===== config.mk =====
export PLATFORM = sky130hd
export DESIGN_NAME = tle_core
export DESIGN_NICKNAME = d
export VERILOG_FILES = /design/src/verilog/tle_pkg.sv /design/src/verilog/tle_core.sv
export SDC_FILE = /design/constraint.sdc
export NUM_CORES = 1
export LEC_CHECK = 0
export BUFFER_PORTS_ARGS = -buffer_cell sky130_fd_sc_hd__clkbuf_2
export CORE_AREA = 4 4 111 113
export CTS_CLUSTER_DIAMETER = 40
export DETAILED_ROUTE_END_ITERATION = 8
export DIE_AREA = 0 0 115 117
export GPL_TIMING_DRIVEN = 0
export PLACE_DENSITY = 0.79
export SLEW_MARGIN = 15
export SYNTH_ARGS = -nofsm -noshare
export SYNTH_HDL_FRONTEND = slang
export SYNTH_SLANG_ARGS = --single-unit

===== constraint.sdc =====
create_clock -name pclk -period 5.5 [get_ports pclk]
set_input_delay 1.1 -clock pclk [delete_from_list [all_inputs] [get_ports pclk]]
set_output_delay 1.1 -clock pclk [all_outputs]
set_load 0.01 [all_outputs]

===== src/verilog/tle_pkg.sv =====
// Package for the twilight level evaluation block: register map, fields, reset values.
// Assumes an APB master with 32-bit data and word-aligned byte addresses.
package tle_pkg;

  // ----------------------------------------
  // Register byte offsets
  // ----------------------------------------
  localparam logic [7:0] OFF_CONFIG = 8'h00;
  localparam logic [7:0] OFF_CONF_LEVEL = 8'h04;
  localparam logic [7:0] OFF_PRESET = 8'h08;
  localparam logic [7:0] OFF_BRIGHT = 8'h0c;
  localparam logic [7:0] OFF_EVENT = 8'h10;
  localparam logic [7:0] OFF_STATUS = 8'h14;
  localparam logic [7:0] OFF_ACTIVE_LEVEL = 8'h18;
  localparam logic [7:0] OFF_OFF_MARGIN = 8'h1c;

  // ----------------------------------------
  // Configuration field positions
  // ----------------------------------------
  localparam int CFG_DEP = 0;
  localparam int CFG_APP0 = 1;
  localparam int CFG_TYPE0 = 3;
  localparam int CFG_EXT_DEP = 5;
  localparam int CFG_POL0 = 6;
  localparam int CFG_OVERWRITE = 8;
  localparam int CFG_EXT_SRC = 9;
  localparam int CFG_FIRST_FB = 10;
  localparam int CFG_SIGNAL = 11;
  localparam int CFG_WIDTH = 12;

  // Event register bits (write-one pulses).
  localparam int EV_MOTION = 0;
  localparam int EV_EXT_MOTION = 1;
  localparam int EV_TEACH_VAL = 2;
  localparam int EV_TEACH = 3;
  localparam int EV_DEACT_VAL = 4;
  localparam int EV_DEACT = 5;
  localparam int EV_PROGRAM = 6;
  localparam int EV_BUS_RETURN = 7;
  localparam int EV_DET_END = 8;

  // ----------------------------------------
  // Reset values
  // ----------------------------------------
  localparam logic [15:0] RST_LEVEL = 16'h0c1a;
  localparam logic [15:0] RST_MARGIN = 16'h0200;
  localparam logic [CFG_WIDTH-1:0] RST_CONFIG = 12'h001;

  typedef enum logic [1:0] {
    TLE_APP_DETECTOR = 2'b00,
    TLE_APP_CEILING = 2'b01,
    TLE_APP_PRESENCE = 2'b10,
    TLE_APP_LIGHTCTL = 2'b11
  } tle_app_t;

  typedef enum logic [1:0] {
    TLE_TYPE_SINGLE = 2'b00,
    TLE_TYPE_MAIN = 2'b01,
    TLE_TYPE_EXT = 2'b10
  } tle_type_t;

  // Teach polarity: 00 = 0 active, 01 = 1 active, 1x = both active.
  typedef struct packed {
    logic [1:0] teach_pol;
    logic ext_dep;
    logic [1:0] unit_type;
    logic [1:0] app;
    logic dep;
  } tle_cfg_t;

  typedef struct packed {
    logic accept;
    logic switch_off;
  } tle_verdict_t;

endpackage


===== src/verilog/tle_core.sv =====
// Twilight level evaluation for one motion-detection function block, APB slave.
// Assumes a single 10 MHz clock; bus telegrams arrive as writes to the event register.
`timescale 1ns/1ps

module tle_core (
  // Clock and reset
  input wire logic pclk,
  input wire logic presetn,
  // APB slave
  input wire logic psel,
  input wire logic penable,
  input wire logic pwrite,
  input wire logic [7:0] paddr,
  input wire logic [31:0] pwdata,
  output logic [31:0] prdata,
  output logic pready,
  output logic pslverr,
  // Evaluation results
  output logic accept_pulse,
  output logic detect_active,
  output logic switch_off_pulse,
  output logic level_send_pulse,
  output logic deact_send_pulse,
  output logic deact_out
);

  // ----------------------------------------
  // Bus decode
  // ----------------------------------------
  logic wr;
  logic rd_phase;
  assign wr = psel && penable && pwrite && pready;
  assign rd_phase = psel && !penable;

  function automatic logic is_mapped(input logic [7:0] a);
    is_mapped = (a[1:0] == 2'b00) && (a <= tle_pkg::OFF_OFF_MARGIN);
  endfunction

  // ----------------------------------------
  // State
  // ----------------------------------------
  logic [tle_pkg::CFG_WIDTH-1:0] cfg, next_cfg;
  logic [15:0] conf_level, next_conf_level;
  logic [15:0] active_level, next_active_level;
  logic [15:0] bright, next_bright;
  logic [15:0] margin, next_margin;
  logic bright_valid, next_bright_valid;
  logic deact, next_deact;
  logic detect, next_detect;
  logic bright_lock, next_bright_lock;
  logic [31:0] next_prdata;
  logic next_pready, next_pslverr;
  logic next_level_send, next_deact_send, next_deact_out;

  tle_pkg::tle_cfg_t c;
  assign c = tle_pkg::tle_cfg_t'({cfg[tle_pkg::CFG_POL0+1:tle_pkg::CFG_POL0],
    cfg[tle_pkg::CFG_EXT_DEP], cfg[tle_pkg::CFG_TYPE0+1:tle_pkg::CFG_TYPE0],
    cfg[tle_pkg::CFG_APP0+1:tle_pkg::CFG_APP0], cfg[tle_pkg::CFG_DEP]});

  // ----------------------------------------
  // Evaluation
  // ----------------------------------------
  logic [9:0] ev;
  logic dependent;
  logic is_main, is_single;
  logic dark, too_bright;
  logic [16:0] off_thresh;
  logic int_ok, ext_ok;
  tle_pkg::tle_verdict_t verdict;

  assign ev = (wr && paddr == tle_pkg::OFF_EVENT) ? pwdata[9:0] : 10'h000;
  assign is_main = c.unit_type == tle_pkg::TLE_TYPE_MAIN;
  assign is_single = c.unit_type == tle_pkg::TLE_TYPE_SINGLE;
  // Brightness dependency, with all the forced-independent conditions folded in.
  assign dependent = c.dep
    && c.app != tle_pkg::TLE_APP_DETECTOR
    && !(c.app == tle_pkg::TLE_APP_LIGHTCTL && cfg[tle_pkg::CFG_FIRST_FB])
    && !deact
    && !(cfg[tle_pkg::CFG_EXT_SRC] && !bright_valid);
  assign dark = bright < active_level;
  assign off_thresh = {1'b0, active_level} + {1'b0, margin};
  // A 17-bit sum keeps the threshold from wrapping to a low value near full scale.
  assign too_bright = dependent && c.app == tle_pkg::TLE_APP_PRESENCE
    && ({1'b0, bright} > off_thresh);
  assign int_ok = ev[tle_pkg::EV_MOTION] && (!dependent || dark) && !bright_lock;
  always_comb begin
    ext_ok = 1'b0;
    if (ev[tle_pkg::EV_EXT_MOTION] && !bright_lock) begin
      if (c.unit_type == tle_pkg::TLE_TYPE_EXT) begin
        ext_ok = 1'b0;
      end else if (!dependent) begin
        ext_ok = 1'b1;
      end else if (is_main) begin
        ext_ok = c.ext_dep ? dark : 1'b1;
      end else begin
        ext_ok = c.ext_dep ? dark : 1'b1;
      end
    end
  end
  assign verdict.accept = int_ok || ext_ok;
  assign verdict.switch_off = detect && too_bright && !bright_lock;

  // ----------------------------------------
  // Next state
  // ----------------------------------------
  always_comb begin
    next_cfg = cfg;
    next_conf_level = conf_level;
    next_active_level = active_level;
    next_bright = bright;
    next_margin = margin;
    next_bright_valid = bright_valid;
    next_deact = deact;
    next_detect = detect;
    next_bright_lock = bright_lock;
    next_level_send = 1'b0;
    next_deact_send = 1'b0;
    next_deact_out = deact_out;
    if (wr) begin
      unique case (paddr)
        tle_pkg::OFF_CONFIG: next_cfg = pwdata[tle_pkg::CFG_WIDTH-1:0];
        tle_pkg::OFF_CONF_LEVEL: next_conf_level = pwdata[15:0];
        tle_pkg::OFF_PRESET: next_active_level = pwdata[15:0];
        tle_pkg::OFF_BRIGHT: begin
          next_bright = pwdata[15:0];
          next_bright_valid = 1'b1;
        end
        tle_pkg::OFF_OFF_MARGIN: next_margin = pwdata[15:0];
        default: ;
      endcase
    end
    // Teach works regardless of the block-disable function.
    if (ev[tle_pkg::EV_TEACH]) begin
      if (c.teach_pol[1] || ev[tle_pkg::EV_TEACH_VAL] == c.teach_pol[0]) begin
        next_active_level = bright;
      end else begin
        next_active_level = conf_level;
      end
    end
    if (ev[tle_pkg::EV_PROGRAM] && cfg[tle_pkg::CFG_OVERWRITE]) begin
      next_active_level = conf_level;
    end
    if (ev[tle_pkg::EV_DEACT]) begin
      next_deact = ev[tle_pkg::EV_DEACT_VAL];
    end
    // The end is applied first, so a start or a lock in the same cycle wins over it.
    if (ev[tle_pkg::EV_DET_END]) begin
      next_detect = 1'b0;
      next_bright_lock = 1'b0;
    end
    if (verdict.accept) begin
      next_detect = 1'b1;
    end
    if (verdict.switch_off) begin
      next_bright_lock = 1'b1;
    end
    if (cfg[tle_pkg::CFG_SIGNAL] && (next_active_level != active_level
        || ev[tle_pkg::EV_PROGRAM] || ev[tle_pkg::EV_BUS_RETURN])) begin
      next_level_send = 1'b1;
    end
    // The main unit mirrors its evaluation state to the extensions while enabled.
    if (is_main && !deact) begin
      next_deact_out = !dependent;
      if (!dependent != deact_out) begin
        next_deact_send = 1'b1;
      end
    end
    if (!is_main && !is_single) begin
      next_deact_out = 1'b0;
    end
  end

  always_comb begin
    next_prdata = 32'h0000_0000;
    next_pready = 1'b0;
    next_pslverr = 1'b0;
    if (rd_phase) begin
      next_pready = 1'b1;
      next_pslverr = !is_mapped(paddr);
      unique case (paddr)
        tle_pkg::OFF_CONFIG: next_prdata = {20'h00000, cfg};
        tle_pkg::OFF_CONF_LEVEL: next_prdata = {16'h0000, conf_level};
        tle_pkg::OFF_PRESET: next_prdata = {16'h0000, active_level};
        tle_pkg::OFF_BRIGHT: next_prdata = {16'h0000, bright};
        tle_pkg::OFF_STATUS: next_prdata = {27'h0000000, bright_valid, bright_lock,
          dependent, deact, detect};
        tle_pkg::OFF_ACTIVE_LEVEL: next_prdata = {16'h0000, active_level};
        tle_pkg::OFF_OFF_MARGIN: next_prdata = {16'h0000, margin};
        default: next_prdata = 32'h0000_0000;
      endcase
    end else if (psel && penable && !pready) begin
      next_pready = 1'b1;
      next_prdata = prdata;
      next_pslverr = pslverr;
    end
  end

  // ----------------------------------------
  // Registers
  // ----------------------------------------
  always_ff @(posedge pclk or negedge presetn) begin
    if (!presetn) begin
      cfg <= tle_pkg::RST_CONFIG;
      conf_level <= tle_pkg::RST_LEVEL;
      active_level <= tle_pkg::RST_LEVEL;
      bright <= 16'h0000;
      margin <= tle_pkg::RST_MARGIN;
      bright_valid <= 1'b0;
      deact <= 1'b0;
      detect <= 1'b0;
      bright_lock <= 1'b0;
      prdata <= 32'h0000_0000;
      pready <= 1'b0;
      pslverr <= 1'b0;
      accept_pulse <= 1'b0;
      detect_active <= 1'b0;
      switch_off_pulse <= 1'b0;
      level_send_pulse <= 1'b0;
      deact_send_pulse <= 1'b0;
      deact_out <= 1'b0;
    end else begin
      cfg <= next_cfg;
      conf_level <= next_conf_level;
      active_level <= next_active_level;
      bright <= next_bright;
      margin <= next_margin;
      bright_valid <= next_bright_valid;
      deact <= next_deact;
      detect <= next_detect;
      bright_lock <= next_bright_lock;
      prdata <= next_prdata;
      pready <= next_pready;
      pslverr <= next_pslverr;
      accept_pulse <= verdict.accept;
      detect_active <= next_detect;
      switch_off_pulse <= verdict.switch_off;
      level_send_pulse <= next_level_send;
      deact_send_pulse <= next_deact_send;
      deact_out <= next_deact_out;
    end
  end

  // ----------------------------------------
  // Assertions
  // ----------------------------------------
  property p_detector_indep;
    @(posedge pclk) disable iff (!presetn)
      (c.app == tle_pkg::TLE_APP_DETECTOR && ev[tle_pkg::EV_MOTION] && !bright_lock)
      |=> accept_pulse;
  endproperty
  a_detector_indep: assert property (p_detector_indep) else $error("detector motion lost");

  property p_dark_only;
    @(posedge pclk) disable iff (!presetn)
      (dependent && ev[tle_pkg::EV_MOTION] && !ev[tle_pkg::EV_EXT_MOTION] && !dark)
      |=> !accept_pulse;
  endproperty
  a_dark_only: assert property (p_dark_only) else $error("bright motion accepted");

  property p_ext_none;
    @(posedge pclk) disable iff (!presetn)
      (c.unit_type == tle_pkg::TLE_TYPE_EXT && !ev[tle_pkg::EV_MOTION]) |=> !accept_pulse;
  endproperty
  a_ext_none: assert property (p_ext_none) else $error("extension took ext motion");

  property p_ext_indep;
    @(posedge pclk) disable iff (!presetn)
      (!dependent && c.unit_type != tle_pkg::TLE_TYPE_EXT && !bright_lock
       && ev[tle_pkg::EV_EXT_MOTION]) |=> accept_pulse;
  endproperty
  a_ext_indep: assert property (p_ext_indep) else $error("ext motion dropped");

  property p_preset;
    @(posedge pclk) disable iff (!presetn)
      (wr && paddr == tle_pkg::OFF_PRESET && ev == 10'h000)
      |=> active_level == $past(pwdata[15:0]);
  endproperty
  a_preset: assert property (p_preset) else $error("preset not taken");

  property p_teach_restore;
    @(posedge pclk) disable iff (!presetn)
      (ev[tle_pkg::EV_TEACH] && !c.teach_pol[1] && !ev[tle_pkg::EV_PROGRAM]
       && ev[tle_pkg::EV_TEACH_VAL] != c.teach_pol[0]) |=> active_level == $past(conf_level);
  endproperty
  a_teach_restore: assert property (p_teach_restore) else $error("teach reset failed");

  property p_deact;
    @(posedge pclk) disable iff (!presetn)
      ev[tle_pkg::EV_DEACT] |=> (deact == $past(ev[tle_pkg::EV_DEACT_VAL]))
      && (!deact || !dependent);
  endproperty
  a_deact: assert property (p_deact) else $error("deactivation not applied");

  property p_deact_mute;
    @(posedge pclk) disable iff (!presetn)
      deact |=> !deact_send_pulse;
  endproperty
  a_deact_mute: assert property (p_deact_mute) else $error("muted output sent");

  property p_no_off_indep;
    @(posedge pclk) disable iff (!presetn)
      !dependent |=> !switch_off_pulse;
  endproperty
  a_no_off_indep: assert property (p_no_off_indep) else $error("switch-off when independent");

  property p_ext_main_dark;
    @(posedge pclk) disable iff (!presetn)
      (dependent && is_main && c.ext_dep && ev[tle_pkg::EV_EXT_MOTION]
       && !ev[tle_pkg::EV_MOTION] && !dark) |=> !accept_pulse;
  endproperty
  a_ext_main_dark: assert property (p_ext_main_dark) else $error("bright ext accepted");

  property p_ext_main_both;
    @(posedge pclk) disable iff (!presetn)
      (dependent && is_main && !c.ext_dep && ev[tle_pkg::EV_EXT_MOTION] && !bright_lock)
      |=> accept_pulse;
  endproperty
  a_ext_main_both: assert property (p_ext_main_both) else $error("ext motion lost");

  property p_lightctl_indep;
    @(posedge pclk) disable iff (!presetn)
      (c.app == tle_pkg::TLE_APP_LIGHTCTL && cfg[tle_pkg::CFG_FIRST_FB]
       && ev[tle_pkg::EV_MOTION] && !bright_lock) |=> accept_pulse;
  endproperty
  a_lightctl_indep: assert property (p_lightctl_indep) else $error("light ctl gated");

  property p_teach_adopt;
    @(posedge pclk) disable iff (!presetn)
      (ev[tle_pkg::EV_TEACH] && !ev[tle_pkg::EV_PROGRAM]
       && (c.teach_pol[1] || ev[tle_pkg::EV_TEACH_VAL] == c.teach_pol[0]))
      |=> active_level == $past(bright);
  endproperty
  a_teach_adopt: assert property (p_teach_adopt) else $error("teach not adopted");

  property p_program_restore;
    @(posedge pclk) disable iff (!presetn)
      (ev[tle_pkg::EV_PROGRAM] && cfg[tle_pkg::CFG_OVERWRITE])
      |=> active_level == $past(conf_level);
  endproperty
  a_program_restore: assert property (p_program_restore) else $error("no overwrite");

  property p_level_send;
    @(posedge pclk) disable iff (!presetn)
      (cfg[tle_pkg::CFG_SIGNAL] && (ev[tle_pkg::EV_PROGRAM] || ev[tle_pkg::EV_BUS_RETURN]))
      |=> level_send_pulse;
  endproperty
  a_level_send: assert property (p_level_send) else $error("level not signalled");

  property p_lock_ignore;
    @(posedge pclk) disable iff (!presetn)
      bright_lock |=> !accept_pulse;
  endproperty
  a_lock_ignore: assert property (p_lock_ignore) else $error("locked motion accepted");

  property p_deact_follow;
    @(posedge pclk) disable iff (!presetn)
      (is_main && !deact && !dependent) |=> deact_out;
  endproperty
  a_deact_follow: assert property (p_deact_follow) else $error("deact out not driven");

endmodule


Yosys cells after proc, flatten, opt, wreduce, memory -nomap -nowiden
Index checks and enable logic that the tools add are counted.
{"block": "totals", "reg_bits": 119, "inputBits": 45}
{"block": "classes", "addsub": 1, "n_lt_le_gt_ge": 3, "eq_ne": 15, "n_reduce_logical": 52, "mux": 25}
{"cell": "case mux 16 bit (6 select lines)", "n": 1}
{"cell": "2-to-1 mux 16 bit", "n": 5}
{"cell": "2-to-1 mux 32 bit", "n": 2}
{"cell": "equality test 8 x 5 -> 1 bit (second input constant)", "n": 4}
{"cell": "logical AND 1 bit", "n": 24}
{"cell": "adder 16 x 16 -> 17 bit", "n": 1}
{"cell": "greater-than comparator 16 x 17 -> 1 bit", "n": 1}
{"cell": "equality test 8 x 4 -> 1 bit (second input constant)", "n": 2}
{"cell": "less-than comparator 16 bit", "n": 1}
{"cell": "2-to-1 mux 1 bit", "n": 16}
{"cell": "inequality test 16 bit", "n": 1}
{"cell": "zero test 1 bit", "n": 11}
{"cell": "2-to-1 mux 9 bit", "n": 1}
{"cell": "equality test 8 x 3 -> 1 bit (second input constant)", "n": 1}
{"cell": "less-or-equal comparator 8 x 5 -> 1 bit (second input constant)", "n": 1}
{"cell": "zero test 8 bit", "n": 1}
{"cell": "AND reduction 2 bit", "n": 4}
{"cell": "nonzero test 2 bit", "n": 4}
{"cell": "equality test 2 bit (second input constant)", "n": 3}
{"cell": "logical OR 1 bit", "n": 5}
{"cell": "zero test 2 bit", "n": 2}
{"cell": "equality test 2 x 1 -> 1 bit (second input constant)", "n": 1}
{"cell": "inequality test 2 bit (second input constant)", "n": 1}
{"cell": "OR reduction 2 bit", "n": 1}
{"cell": "2 further kinds", "n": 2}

Depth between registers and ports, before layout
Gate-level depths: netlist of the first run.
{"block": "logic_depth", "word_depth": 15, "ltp_mapped": 18, "mapped_depth_nobuf": 18}

Worst setup path before layout of the first run
No wires, ideal clock.
{"block": "synth_timing", "path_type": "register to register", "start": "register active_level[0]", "end": "register bright_lock", "slack_ns": 1.647, "setup_time_ns": 0.118, "arrival_time_ns": 3.735, "stages_incl_launch_ff": 19, "period_less_slack_ns": 3.853, "cell_sequence": "dfrtp_1 -> ha_1 -> fa_1 -> a21o_1 -> a21oi_1 -> nand2b_1 -> a221oi_1 -> a41o_1 -> o211ai_1 -> nand2b_1 -> a21oi_1 -> xor2_1 -> ha_1 -> a211o_1 -> a2111oi_0 -> nand2_1 -> a31oi_1 -> nor3_1 -> a21o_1"}
{"block": "synth_between", "elab_chain_len": 6}
{"element": "start, declared", "line_no": "tle_core.sv:44", "text": "logic [15:0] active_level, next_active_level;"}
{"element": "start signal, assigned", "line_no": "tle_core.sv:205", "text": "active_level <= tle_pkg::RST_LEVEL;"}
{"element": "start signal, assigned", "line_no": "tle_core.sv:224", "text": "active_level <= next_active_level;"}
{"element": "adder 16 x 16 -> 17 bit", "line_no": "tle_core.sv:81", "text": "assign off_thresh = {1'b0, active_level} + {1'b0, margin};"}
{"element": "greater-than comparator 16 x 17 -> 1 bit", "line_no": "tle_core.sv:84", "text": "&& ({1'b0, bright} > off_thresh);"}
{"element": "logical AND 1 bit", "line_no": "tle_core.sv:84"}
{"element": "logical AND 1 bit (2 in series)", "line_no": "tle_core.sv:101", "text": "assign verdict.switch_off = detect && too_bright && !bright_lock;"}
{"element": "2-to-1 mux 1 bit", "line_no": "tle_core.sv:154", "text": "if (verdict.switch_off) begin"}
{"element": "named net next_bright_lock", "line_no": "tle_core.sv:50", "text": "logic bright_lock, next_bright_lock;"}
{"element": "end signal, assigned", "line_no": "tle_core.sv:230", "text": "bright_lock <= next_bright_lock;"}
{"element": "end, declared", "line_no": "tle_core.sv:50"}
The timed path passes the listed nets, and every way through them passes these cells.
A chain may end at the register's enable or synchronous reset.

Final worst setup path of the first run
{"block": "layout_timing", "start": "register active_level[1]", "end": "register bright_lock"}
The elaborated chain is that of the path after synthesis.

==> run summary, run 1 <==
DIE AREA: 0.01346 mm²
DRT iter0 DRCs: 687
CTS buffer count: 9
clk_lat worst skew: 0.36 ns
area grow syn2layout: 12.60%
Max-Cap Viols: 0
vias post-DR: 5737
worst vdd ir: 247.8 µV
chip height: 117 µm
Compound-Gate Fraction of Synth Area: 19.48%
Post-synth EDFFs: 0
Clock Path Buffers: 2
GRT Residual Overflow: 0
GP Congestion: 1.002
Hold Vio Cnt, Final: 0
Top FF cell, synth: dfrtp_1
worst-path maximum fanout: 8
final setup skew: 0.005630 ns
Req. time, crit path: 5.80 ns
TritonCTS clock tree: yes
first-pass GRT wire length: 32410 µm
DR pass1 iterations: 8
Post-Synth XOR/XNOR Area: 3.218%
status: completed
Clock transition at path regs: 0.07 ns
register area share after synthesis: 39.92%
total number of H-tree levels: 3
number of global-route vias before repair: 5666
Post-Syn Area: 0.006494 mm²
mux cell area share after synthesis: 10.42%
Cells after Synth: 649
sequential share of power: 51.3%
Clock power frac: 41.4%
core area: 0.01132 mm²
Placement Rows: 39
Tcrit/Tclk final: 88.87%
P_leak: 3.632 nW
Post-Synth Adder-Cell Area: 9.364%
largest family of logic cells by synthesized area: compound AO/OA/AOI/OAI gates
sw frac: 25.64%
Post-Synth Simple-Gate Area: 12.49%
most frequent cells in the layout: dfrtp_1, nand2_1, mux2_2, clkbuf_2, ha_1
Async SR Flop Fraction: 100.0%
Ys Warns: 0
final WL: 20880 µm
cts repair resizes: 0
flops & latches, synth: 103
Max-slew headroom: 35.67%
Antenna diodes: 0
Final Util: 64.59%
Cell Pwr Density: 206.0 mW/mm²
Avg Cell Area, Syn: 10.01 µm²
Data arrival, critical path: 5.19 ns
WL per Instance: 23.84 µm
net load switching power: 0.3862 mW
total clock sinks: 103
hold buffers post-CTS: 0
Setup crit end kind: register
FILL cells: 947
vias per cell: 6.549
post-route minimum period: 4.888 ns
Least-Margin Pin Slew: 0.9650 ns
clk root buf: clkbuf_16
most common cell after layout, fill and taps aside: dfrtp_1
final net count: 821
Final ANT Viol Nets: 0
DP Wirelength: 15590 µm
antenna violations before repair: 1
Die Wd: 115 µm
layout cells sized above 1: 21.96%
Final Max Tran Viols: 0
Max Clock Freq: 204.6 MHz
Netlist cell types: 63
largest net degree at the start of global routing: 104
port buffer count: 52
RSZ-0062 raised after global routing: false
Worst Setup Start Kind: register
TNS Setup: 0 ns
power share of the combinational group: 7.2%
gr usage total: 32.46%
crit path kind: register to register
Hold Path Class: register to register
post-CTS setup buffers: 0
io pins: 85
Cell Int Power: 1.120 mW
DRC Markers: 0
Final setup violation count: 0
Starting Density: 57.36%
## Yosys cell counts (12+ instances only)
library cell	number	area, µm²
a21o_1	14	105.1
nor3_1	15	75.07
a22o_1	12	105.1
nand2_1	57	214.0
mux2_2	53	596.8
a21oi_1	16	80.08
buf_4	17	127.6
clkbuf_1	17	63.81
ha_1	47	588.1
dfrtp_1	91	2277
a22oi_1	35	262.8
nor2_1	40	150.1
inv_1	28	105.1
dfstp_2	12	315.3
o21ai_0	33	165.2
## logic make-up (layout without fill, tap and decap cells)
family,after synthesis,after routing
simple gates,168,168
mux,61,61
fa+ha+maj,48,48
other cells,1,16
xor+xnor,23,23
buf+inv,67,136
compound gates,178,178
flops,103,103
## final cells by class
cell class | count | area, µm² | share of cell area [%]
timing repair buffer | 53 | 296.5 | 4.055
clock inverter | 6 | 51.30 | 0.7016
tap | 143 | 178.9 | 2.447
inverter | 28 | 105.1 | 1.437
buffer | 39 | 222.7 | 3.046
clock buffer | 10 | 229.0 | 3.131
multi-input combinational | 494 | 3636 | 49.73
sequential | 103 | 2592 | 35.46
## path summary, 6_finish.rpt
kind / from / cells past startpoint / slack (ns) / end
worst max-delay path: active_level[1]$_DFF_PN1_ / 17 / 0.61 / bright_lock$_DFFE_PN0P_
worst min-delay path: pslverr$_DFFE_PN0P_ / 1 / 0.49 / pslverr$_DFFE_PN0P_
worst max register to register: active_level[1]$_DFF_PN1_ / 17 / 0.61 / bright_lock$_DFFE_PN0P_
worst min register to register: pslverr$_DFFE_PN0P_ / 1 / 0.49 / pslverr$_DFFE_PN0P_
max in group asynchronous: presetn / 2 / 4.30 / active_level[3]$_DFF_PN1_
min in group asynchronous: presetn / 2 / 0.81 / conf_level[14]$_DFFE_PN0P_
## power by group through the flow
stage	Clock (mW)	Combinational (mW)	Sequential [mW]
after detailed placement	0	0.107	0.788
after CTS	0.627	0.108	0.773
after global routing	0.663	0.122	0.774
final	0.624	0.109	0.773
after global placement	0	0.101	0.787
after floorplan	0	0.0524	0.786
## critical path, stage by stage (launching register included)
cell	delay [ns]
dfstp_2	0.66
ha_1	0.27
a21o_1	0.17
nand2_1	0.09
a21boi_0	0.16
o41ai_1	0.35
o21ai_0	0.23
o41ai_1	0.58
o2111ai_1	0.24
a21oi_1	0.22
xor2_1	0.09
ha_1	0.40
nor2_1	0.07
a2111oi_0	0.35
and4b_1	0.26
nand4_1	0.09
nor3_1	0.48
a21o_1	0.14
## sequential cells by signal, indices dropped and copies added, names as in the netlist, 12 cells and up
register,cells
conf_level,16
margin,16
bright,16
prdata,16
cfg,12
active_level,16
## stage by stage
stage / cells / hold WS [ns] / area [µm²] / power [mW] / worst slack (ns)
2_1_floorplan: 664 / 0.4467 / 6550 / 0.8381 / 1.647
3_3_place_gp: 859 / 0.4618 / 6989 / 0.8880 / 0.7840
3_5_place_dp: 860 / 0.4776 / 7032 / 0.8948 / 0.7433
4_1_cts: 876 / 0.4935 / 7312 / 1.508 / 0.6930
5_1_grt: 876 / 0.5077 / 7312 / 1.559 / 0.4096
6_report: 876 / 0.4869 / 7312 / 1.506 / 0.6123
## routing by layer
metal | track usage (%) | wire length, µm | up-vias | share of wire [%]
met5 | 0 | 34 | - | 0.16
met4 | 14.08 | 830 | 2 | 4.0
met3 | 8.175 | 2255 | 55 | 11
met2 | 48.26 | 9272 | 330 | 44
met1 | 45.20 | 8490 | 2804 | 41
li1 | - | - | 2546 | -
Note: power is estimated with default switching activity, not from simulation.
==> inputs of run 2 (changes only) <==
--- a/config.mk
+++ b/config.mk
@@ -5,13 +5,13 @@
 export SDC_FILE = /design/constraint.sdc
 export NUM_CORES = 1
 export LEC_CHECK = 0
-export BUFFER_PORTS_ARGS = -buffer_cell sky130_fd_sc_hd__clkbuf_2
 export CORE_AREA = 4 4 111 113
 export CTS_CLUSTER_DIAMETER = 40
 export DETAILED_ROUTE_END_ITERATION = 8
 export DIE_AREA = 0 0 115 117
+export DONT_BUFFER_PORTS = 1
 export GPL_TIMING_DRIVEN = 0
-export PLACE_DENSITY = 0.79
+export PLACE_DENSITY = 0.73
 export SLEW_MARGIN = 15
 export SYNTH_ARGS = -nofsm -noshare
 export SYNTH_HDL_FRONTEND = slang
==> run 2 against run 1 <==
Net effect: critical endpoint unchanged; sequential share of layout area increased by 1.5 points; hold slack got worse by 0.049 ns; clock skew increased by 0.0010 ns; total power decreased by 3.4%; highest routed layer is now met4; clock-buffer cell count increased by 3; first-iteration DRC count decreased by 5.8%; worst setup slack got worse by 0.20 ns.
==> run summary, run 2 (synthesis gave the netlist of run 1 again) <==
status: completed (unchanged)
DRT iter0 DRCs: 647 (was 687)
Least-Margin Pin Slew: 1.035 ns (was 0.9650 ns)
CP peak stage delay: 0.66 ns (about the same)
clk root buf: clkbuf_16 (unchanged)
metal2 WL: 9219 µm (was 9272 µm)
post-CTS setup buffers: 0 (unchanged)
placed cell areas: 0.006740 mm² (was 0.007032 mm²)
reg2reg setup slack: 0.41 ns (was 0.61 ns)
total number of H-tree levels: 3 (unchanged)
core area: 0.01132 mm² (unchanged)
vias per cell: 6.684 (was 6.549)
Data arrival, critical path: 5.38 ns (was 5.19 ns)
Finished Layout Cells: 824 (was 876)
PnR worst setup slack: 0.4074 ns (was 0.6123 ns)
Setup crit end kind: register (unchanged)
clk_lat worst skew: 0.35 ns (was 0.36 ns)
worst-path maximum fanout: 8 (unchanged)
slowest CP cell: o41ai_1 (was dfstp_2)
DIE AREA: 0.01346 mm² (unchanged)
worst flop-to-flop path endpoint: bright_lock$_DFFE_PN0P_ (unchanged)
Hold Vio Cnt, Final: 0 (unchanged)
P_leak: 3.396 nW (was 3.632 nW)
CTS buffer count: 9 (unchanged)
GRT Residual Overflow: 0 (unchanged)
Tcrit/Tclk final: 92.59% (was 88.87%)
M1 WL: 8722 µm (was 8490 µm)
most common cell after layout, fill and taps aside: dfrtp_1 (unchanged)
Reg-to-Reg Start: active_level[1]$_DFF_PN1_ (unchanged)
Antenna diodes: 0 (unchanged)
GP Congestion: 0.9786 (was 1.002)
Final Util: 61.99% (was 64.59%)
Max-Cap Viols: 0 (unchanged)
TritonCTS clock tree: yes (unchanged)
final net count: 769 (was 821)
DR pass1 iterations: 8 (unchanged)
final setup skew: 0.006675 ns (was 0.005630 ns)
Final setup violation count: 0 (unchanged)
hold_ws: 0.4383 ns (was 0.4869 ns)
gr usage total: 31.90% (was 32.46%)
WL per Instance: 25.38 µm (was 23.84 µm)
placed cell count: 808 (was 860)
R2R cell count: 17 (unchanged)
worst vdd ir: 190.3 µV (was 247.8 µV)
Die Wd: 115 µm (unchanged)
Max Clock Freq: 196.4 MHz (was 204.6 MHz)
port buffer count: 0 (was 52)
chip height: 117 µm (unchanged)
post-route minimum period: 5.093 ns (was 4.888 ns)
most frequent cells in the layout: dfrtp_1, nand2_1, mux2_2, ha_1, nor2_1 (was dfrtp_1, nand2_1, mux2_2, clkbuf_2, ha_1)
Placement Rows: 39 (unchanged)
Clock Path Buffers: 2 (unchanged)
Worst Setup Start Kind: register (unchanged)
Final ANT Viol Nets: 0 (unchanged)
DRC Markers: 0 (unchanged)
vias post-DR: 5508 (was 5737)
Hold Path Class: input pin to async pin (was register to register)
met3 WL: 2168 µm (was 2255 µm)
antenna violations before repair: 0 (was 1)
worst path cell trace: ha_1 -> a21o_1 -> nand2_1 -> a21boi_0 -> o41ai_1 -> o21ai_0 -> o41ai_1 -> o2111ai_1 -> a21oi_1 -> xor2_1 -> ha_1 -> nor2_1 -> a2111oi_0 -> and4b_1 -> nand4_1 -> nor3_1 -> a21o_1 (unchanged)
Final Max Tran Viols: 0 (unchanged)
number of global-route vias before repair: 5276 (was 5666)
design area: 0.007018 mm² (was 0.007312 mm²)
DP Wirelength: 15890 µm (was 15590 µm)
Pwr Total: 1.455 mW (was 1.506 mW)
TNS Setup: 0 ns (unchanged)
layout cells sized above 1: 15.86% (was 21.96%)
crit path kind: register to register (unchanged)
total clock sinks: 103 (unchanged)
Max-slew headroom: 30.99% (was 35.67%)
highest routed layer: met4 (was met5)
final WL: 20910 µm (was 20880 µm)
RSZ-0062 raised after global routing: false (unchanged)
Req. time, crit path: 5.79 ns (was 5.80 ns)
io pins: 85 (unchanged)
cts repair resizes: 0 (unchanged)
largest net degree at the start of global routing: 104 (unchanged)
worst slack, placed: 0.6156 ns (was 0.7433 ns)
Clock transition at path regs: 0.07 ns (about the same)
Cell Pwr Density: 207.4 mW/mm² (was 206.0 mW/mm²)
hold buffers post-CTS: 0 (unchanged)
area grow syn2layout: 8.073% (was 12.60%)
FILL cells: 941 (was 947)
first-pass GRT wire length: 31380 µm (was 32410 µm)
Starting Density: 57.36% (unchanged)
## run 2: layout make-up
cell class / count / area (µm²) / share of cell area, %
buffer: 39 / 222.7 / 3.173
timing repair buffer: 1 / 5.005 / 0.07131
sequential: 103 / 2592 / 36.94
multi-input combinational: 494 / 3636 / 51.81
clock inverter: 3 / 17.52 / 0.2496
clock buffer: 13 / 260.3 / 3.708
tap: 143 / 178.9 / 2.549
inverter: 28 / 105.1 / 1.498
## run 2: report_power, final
part | total (mW) | internal (mW) | switching [mW]
Combinational | 0.0665 | 0.0300 | 0.0365
Clock | 0.613 | 0.331 | 0.282
Sequential | 0.776 | 0.765 | 0.0107
Total | 1.46 | 1.13 | 0.329
## run 2: routing by layer
layer	vias to the layer above	global-route usage [%]
li1	2437	-
met1	2685	45.43
met2	337	47.26
met3	49	6.632
met4	0	13.85
met5	-	0
## run 2: worst max path at each step
stage	startpoint	to	slack, ns
2_1_floorplan	active_level[0]$_DFF_PN0_	bright_lock$_DFFE_PN0P_	1.65
3_3_place_gp	active_level[1]$_DFF_PN1_	bright_lock$_DFFE_PN0P_	0.64
3_5_place_dp	active_level[1]$_DFF_PN1_	bright_lock$_DFFE_PN0P_	0.62
4_1_cts	active_level[1]$_DFF_PN1_	bright_lock$_DFFE_PN0P_	0.57
5_1_grt	active_level[1]$_DFF_PN1_	bright_lock$_DFFE_PN0P_	0.26
6_report	active_level[1]$_DFF_PN1_	bright_lock$_DFFE_PN0P_	0.41
## run 2: worst max-delay path, delay by kind of cell, from the launching register on
family | cells | cell delay, ns
DFF | 1 | 0.65
xor gates and xnor gates | 1 | 0.09
adders and majority gates | 2 | 0.67
and+or+nand+nor | 5 | 1.03
AOI/OAI and AO/OA | 9 | 2.57
==> inputs of run 3 (changes only) <==
--- a/config.mk
+++ b/config.mk
@@ -12,6 +12,7 @@
 export DONT_BUFFER_PORTS = 1
 export GPL_TIMING_DRIVEN = 0
 export PLACE_DENSITY = 0.73
+export REMOVE_ABC_BUFFERS = 1
 export SLEW_MARGIN = 15
 export SYNTH_ARGS = -nofsm -noshare
 export SYNTH_HDL_FRONTEND = slang
==> run 3 against run 2 <==
Net effect: hold slack lost 0.0042 ns; routed wire length shrank 9.0%; worst setup slack gained 0.17 ns; clock-buffer cell count shrank 2; combinational power shrank 12%; design area shrank 1.9%; clock skew grew 0.00060 ns; utilization shrank 1.2 points; via count shrank 6.0%; final cell count shrank 4.2%; critical path depth is the same.
==> run summary, run 3 (synthesis gave the netlist of run 1 again) <==
CP Buf/Inv Count: 0 (unchanged)
FILL cells: 977 (was 941)
number of global-route vias before repair: 5115 (was 5276)
core area: 0.01132 mm² (unchanged)
TNS Setup: 0 ns (unchanged)
Clock transition at path regs: 0.07 ns (about the same)
first-pass GRT wire length: 29110 µm (was 31380 µm)
P_leak: 3.292 nW (was 3.396 nW)
vias post-DR: 5175 (was 5508)
Placement Rows: 39 (unchanged)
CTS buffer count: 9 (unchanged)
layout cells sized above 1: 15.17% (was 15.86%)
Reg-to-Reg Start: active_level[1]$_DFF_PN1_ (unchanged)
hold buffers post-CTS: 0 (unchanged)
clk_lat worst skew: 0.36 ns (was 0.35 ns)
total clock sinks: 103 (unchanged)
worst-path maximum fanout: 8 (unchanged)
most frequent cells in the layout: dfrtp_1, nand2_1, mux2_2, ha_1 (was dfrtp_1, nand2_1, mux2_2, ha_1, nor2_1)
Starting Density: 57.36% (unchanged)
hold_ws: 0.4341 ns (was 0.4383 ns)
DRT iter0 DRCs: 533 (was 647)
worst path cell trace: ha_1 -> a21o_1 -> nand2_1 -> a21boi_0 -> o41ai_1 -> o21ai_0 -> o41ai_1 -> o2111ai_1 -> a21oi_1 -> xor2_1 -> ha_1 -> nor2_1 -> a2111oi_0 -> and4b_1 -> nand4_1 -> nor3_1 -> a21o_1 (unchanged)
GP Congestion: 0.9674 (was 0.9786)
Max Clock Freq: 203.3 MHz (was 196.4 MHz)
Die Wd: 115 µm (unchanged)
crit-path leading delay family: compound AO/OA/AOI/OAI gates (unchanged)
design area: 0.006882 mm² (was 0.007018 mm²)
antenna violations before repair: 0 (unchanged)
Max-slew headroom: 27.89% (was 30.99%)
RSZ-0062 raised after global routing: false (unchanged)
final setup skew: 0.007277 ns (was 0.006675 ns)
Data arrival, critical path: 5.21 ns (was 5.38 ns)
R2R cell count: 17 (unchanged)
DRC Markers: 0 (unchanged)
io pins: 85 (unchanged)
GRT Residual Overflow: 0 (unchanged)
reg2reg setup slack: 0.58 ns (was 0.41 ns)
status: completed (unchanged)
largest net degree at the start of global routing: 104 (unchanged)
TritonCTS clock tree: yes (unchanged)
post-route minimum period: 4.918 ns (was 5.093 ns)
chip height: 117 µm (unchanged)
Hold Vio Cnt, Final: 0 (unchanged)
port buffer count: 0 (unchanged)
post-CTS setup buffers: 0 (unchanged)
Hold Path Class: input pin to async pin (unchanged)
WL per Instance: 24.13 µm (was 25.38 µm)
gr usage total: 29.04% (was 31.90%)
placed cell areas: 0.006599 mm² (was 0.006740 mm²)
most common cell after layout, fill and taps aside: dfrtp_1 (unchanged)
Final setup violation count: 0 (unchanged)
Antenna diodes: 0 (unchanged)
vias per cell: 6.559 (was 6.684)
total number of H-tree levels: 3 (unchanged)
Req. time, crit path: 5.79 ns (about the same)
crit path kind: register to register (unchanged)
clk root buf: clkbuf_16 (unchanged)
Clock Path Buffers: 2 (unchanged)
Tcrit/Tclk final: 89.42% (was 92.59%)
Final Util: 60.79% (was 61.99%)
CP peak stage delay: 0.65 ns (was 0.66 ns)
area grow syn2layout: 5.973% (was 8.073%)
Final ANT Viol Nets: 0 (unchanged)
DIE AREA: 0.01346 mm² (unchanged)
final WL: 19040 µm (was 20910 µm)
worst vdd ir: 251.1 µV (was 190.3 µV)
Worst Setup Start Kind: register (unchanged)
Critical Path Source: active_level[1]$_DFF_PN1_ (unchanged)
DR pass1 iterations: 5 (was 8)
slowest CP cell: dfstp_2 (was o41ai_1)
worst flop-to-flop path endpoint: bright_lock$_DFFE_PN0P_ (unchanged)
DP Wirelength: 14120 µm (was 15890 µm)
Least-Margin Pin Slew: 1.082 ns (was 1.035 ns)
Final Max Tran Viols: 0 (unchanged)
Setup crit end kind: register (unchanged)
Cell Pwr Density: 213.0 mW/mm² (was 207.4 mW/mm²)
final net count: 735 (was 769)
cts repair resizes: 0 (unchanged)
Max-Cap Viols: 0 (unchanged)
## run 3: changes by cell type in the layout (fill, tap and decap cells not counted)
cell       delta
nor3_1        -2
nor2b_1       -1
buf_2         -5
nor2_1        -5
nor2_2        +5
buf_6         +4
buf_4        -16
nor3_2        +2
clkbuf_1     -17
bufinv_16     +1
clkbuf_8      -2
nor2b_2       +1
## run 3: cell type report
class                   count  area [µm²]  share of cell area (%)
clock buffers              11       232.7                   3.382
clock inverters             4       47.55                  0.6909
repair buffers              6       63.81                  0.9273
well taps                 143       178.9                   2.600
flip-flops and latches    103        2592                   37.67
inverters                  28       105.1                   1.527
multi-input cells         494        3661                   53.20
## run 3: worst max path at each step
stage,end,cells past startpoint
finish,bright_lock$_DFFE_PN0P_,17
global route,bright_lock$_DFFE_PN0P_,17
CTS,bright_lock$_DFFE_PN0P_,17
detailed placement,bright_lock$_DFFE_PN0P_,17
global placement,level_send_pulse$_DFF_PN0_,9
floorplan,level_send_pulse$_DFF_PN0_,9
## run 3: per-layer routing
metal / vias up / share of wire (%) / track usage, %
met3: 36 / 8.5 / 8.483
met1: 2567 / 43 / 38.70
met2: 211 / 47 / 45.02
met5: - / 0 / 0
li1: 2361 / - / -
met4: 0 / 2.4 / 11.11
## run 3: power by group
part / switching, mW / internal [mW]
clock network: 0.283 / 0.349
logic: 0.0354 / 0.0234
registers: 0.00974 / 0.765
## run 3: stage by stage
step | setup WS (ns) | std cells | power, mW
after floorplan | 1.273 | 625 | 0.8292
after global placement | 0.1377 | 768 | 0.8425
after detailed placement | 0.6926 | 774 | 0.8460
after CTS | 0.6435 | 789 | 1.475
after global routing | 0.2608 | 789 | 1.515
final | 0.5820 | 789 | 1.466
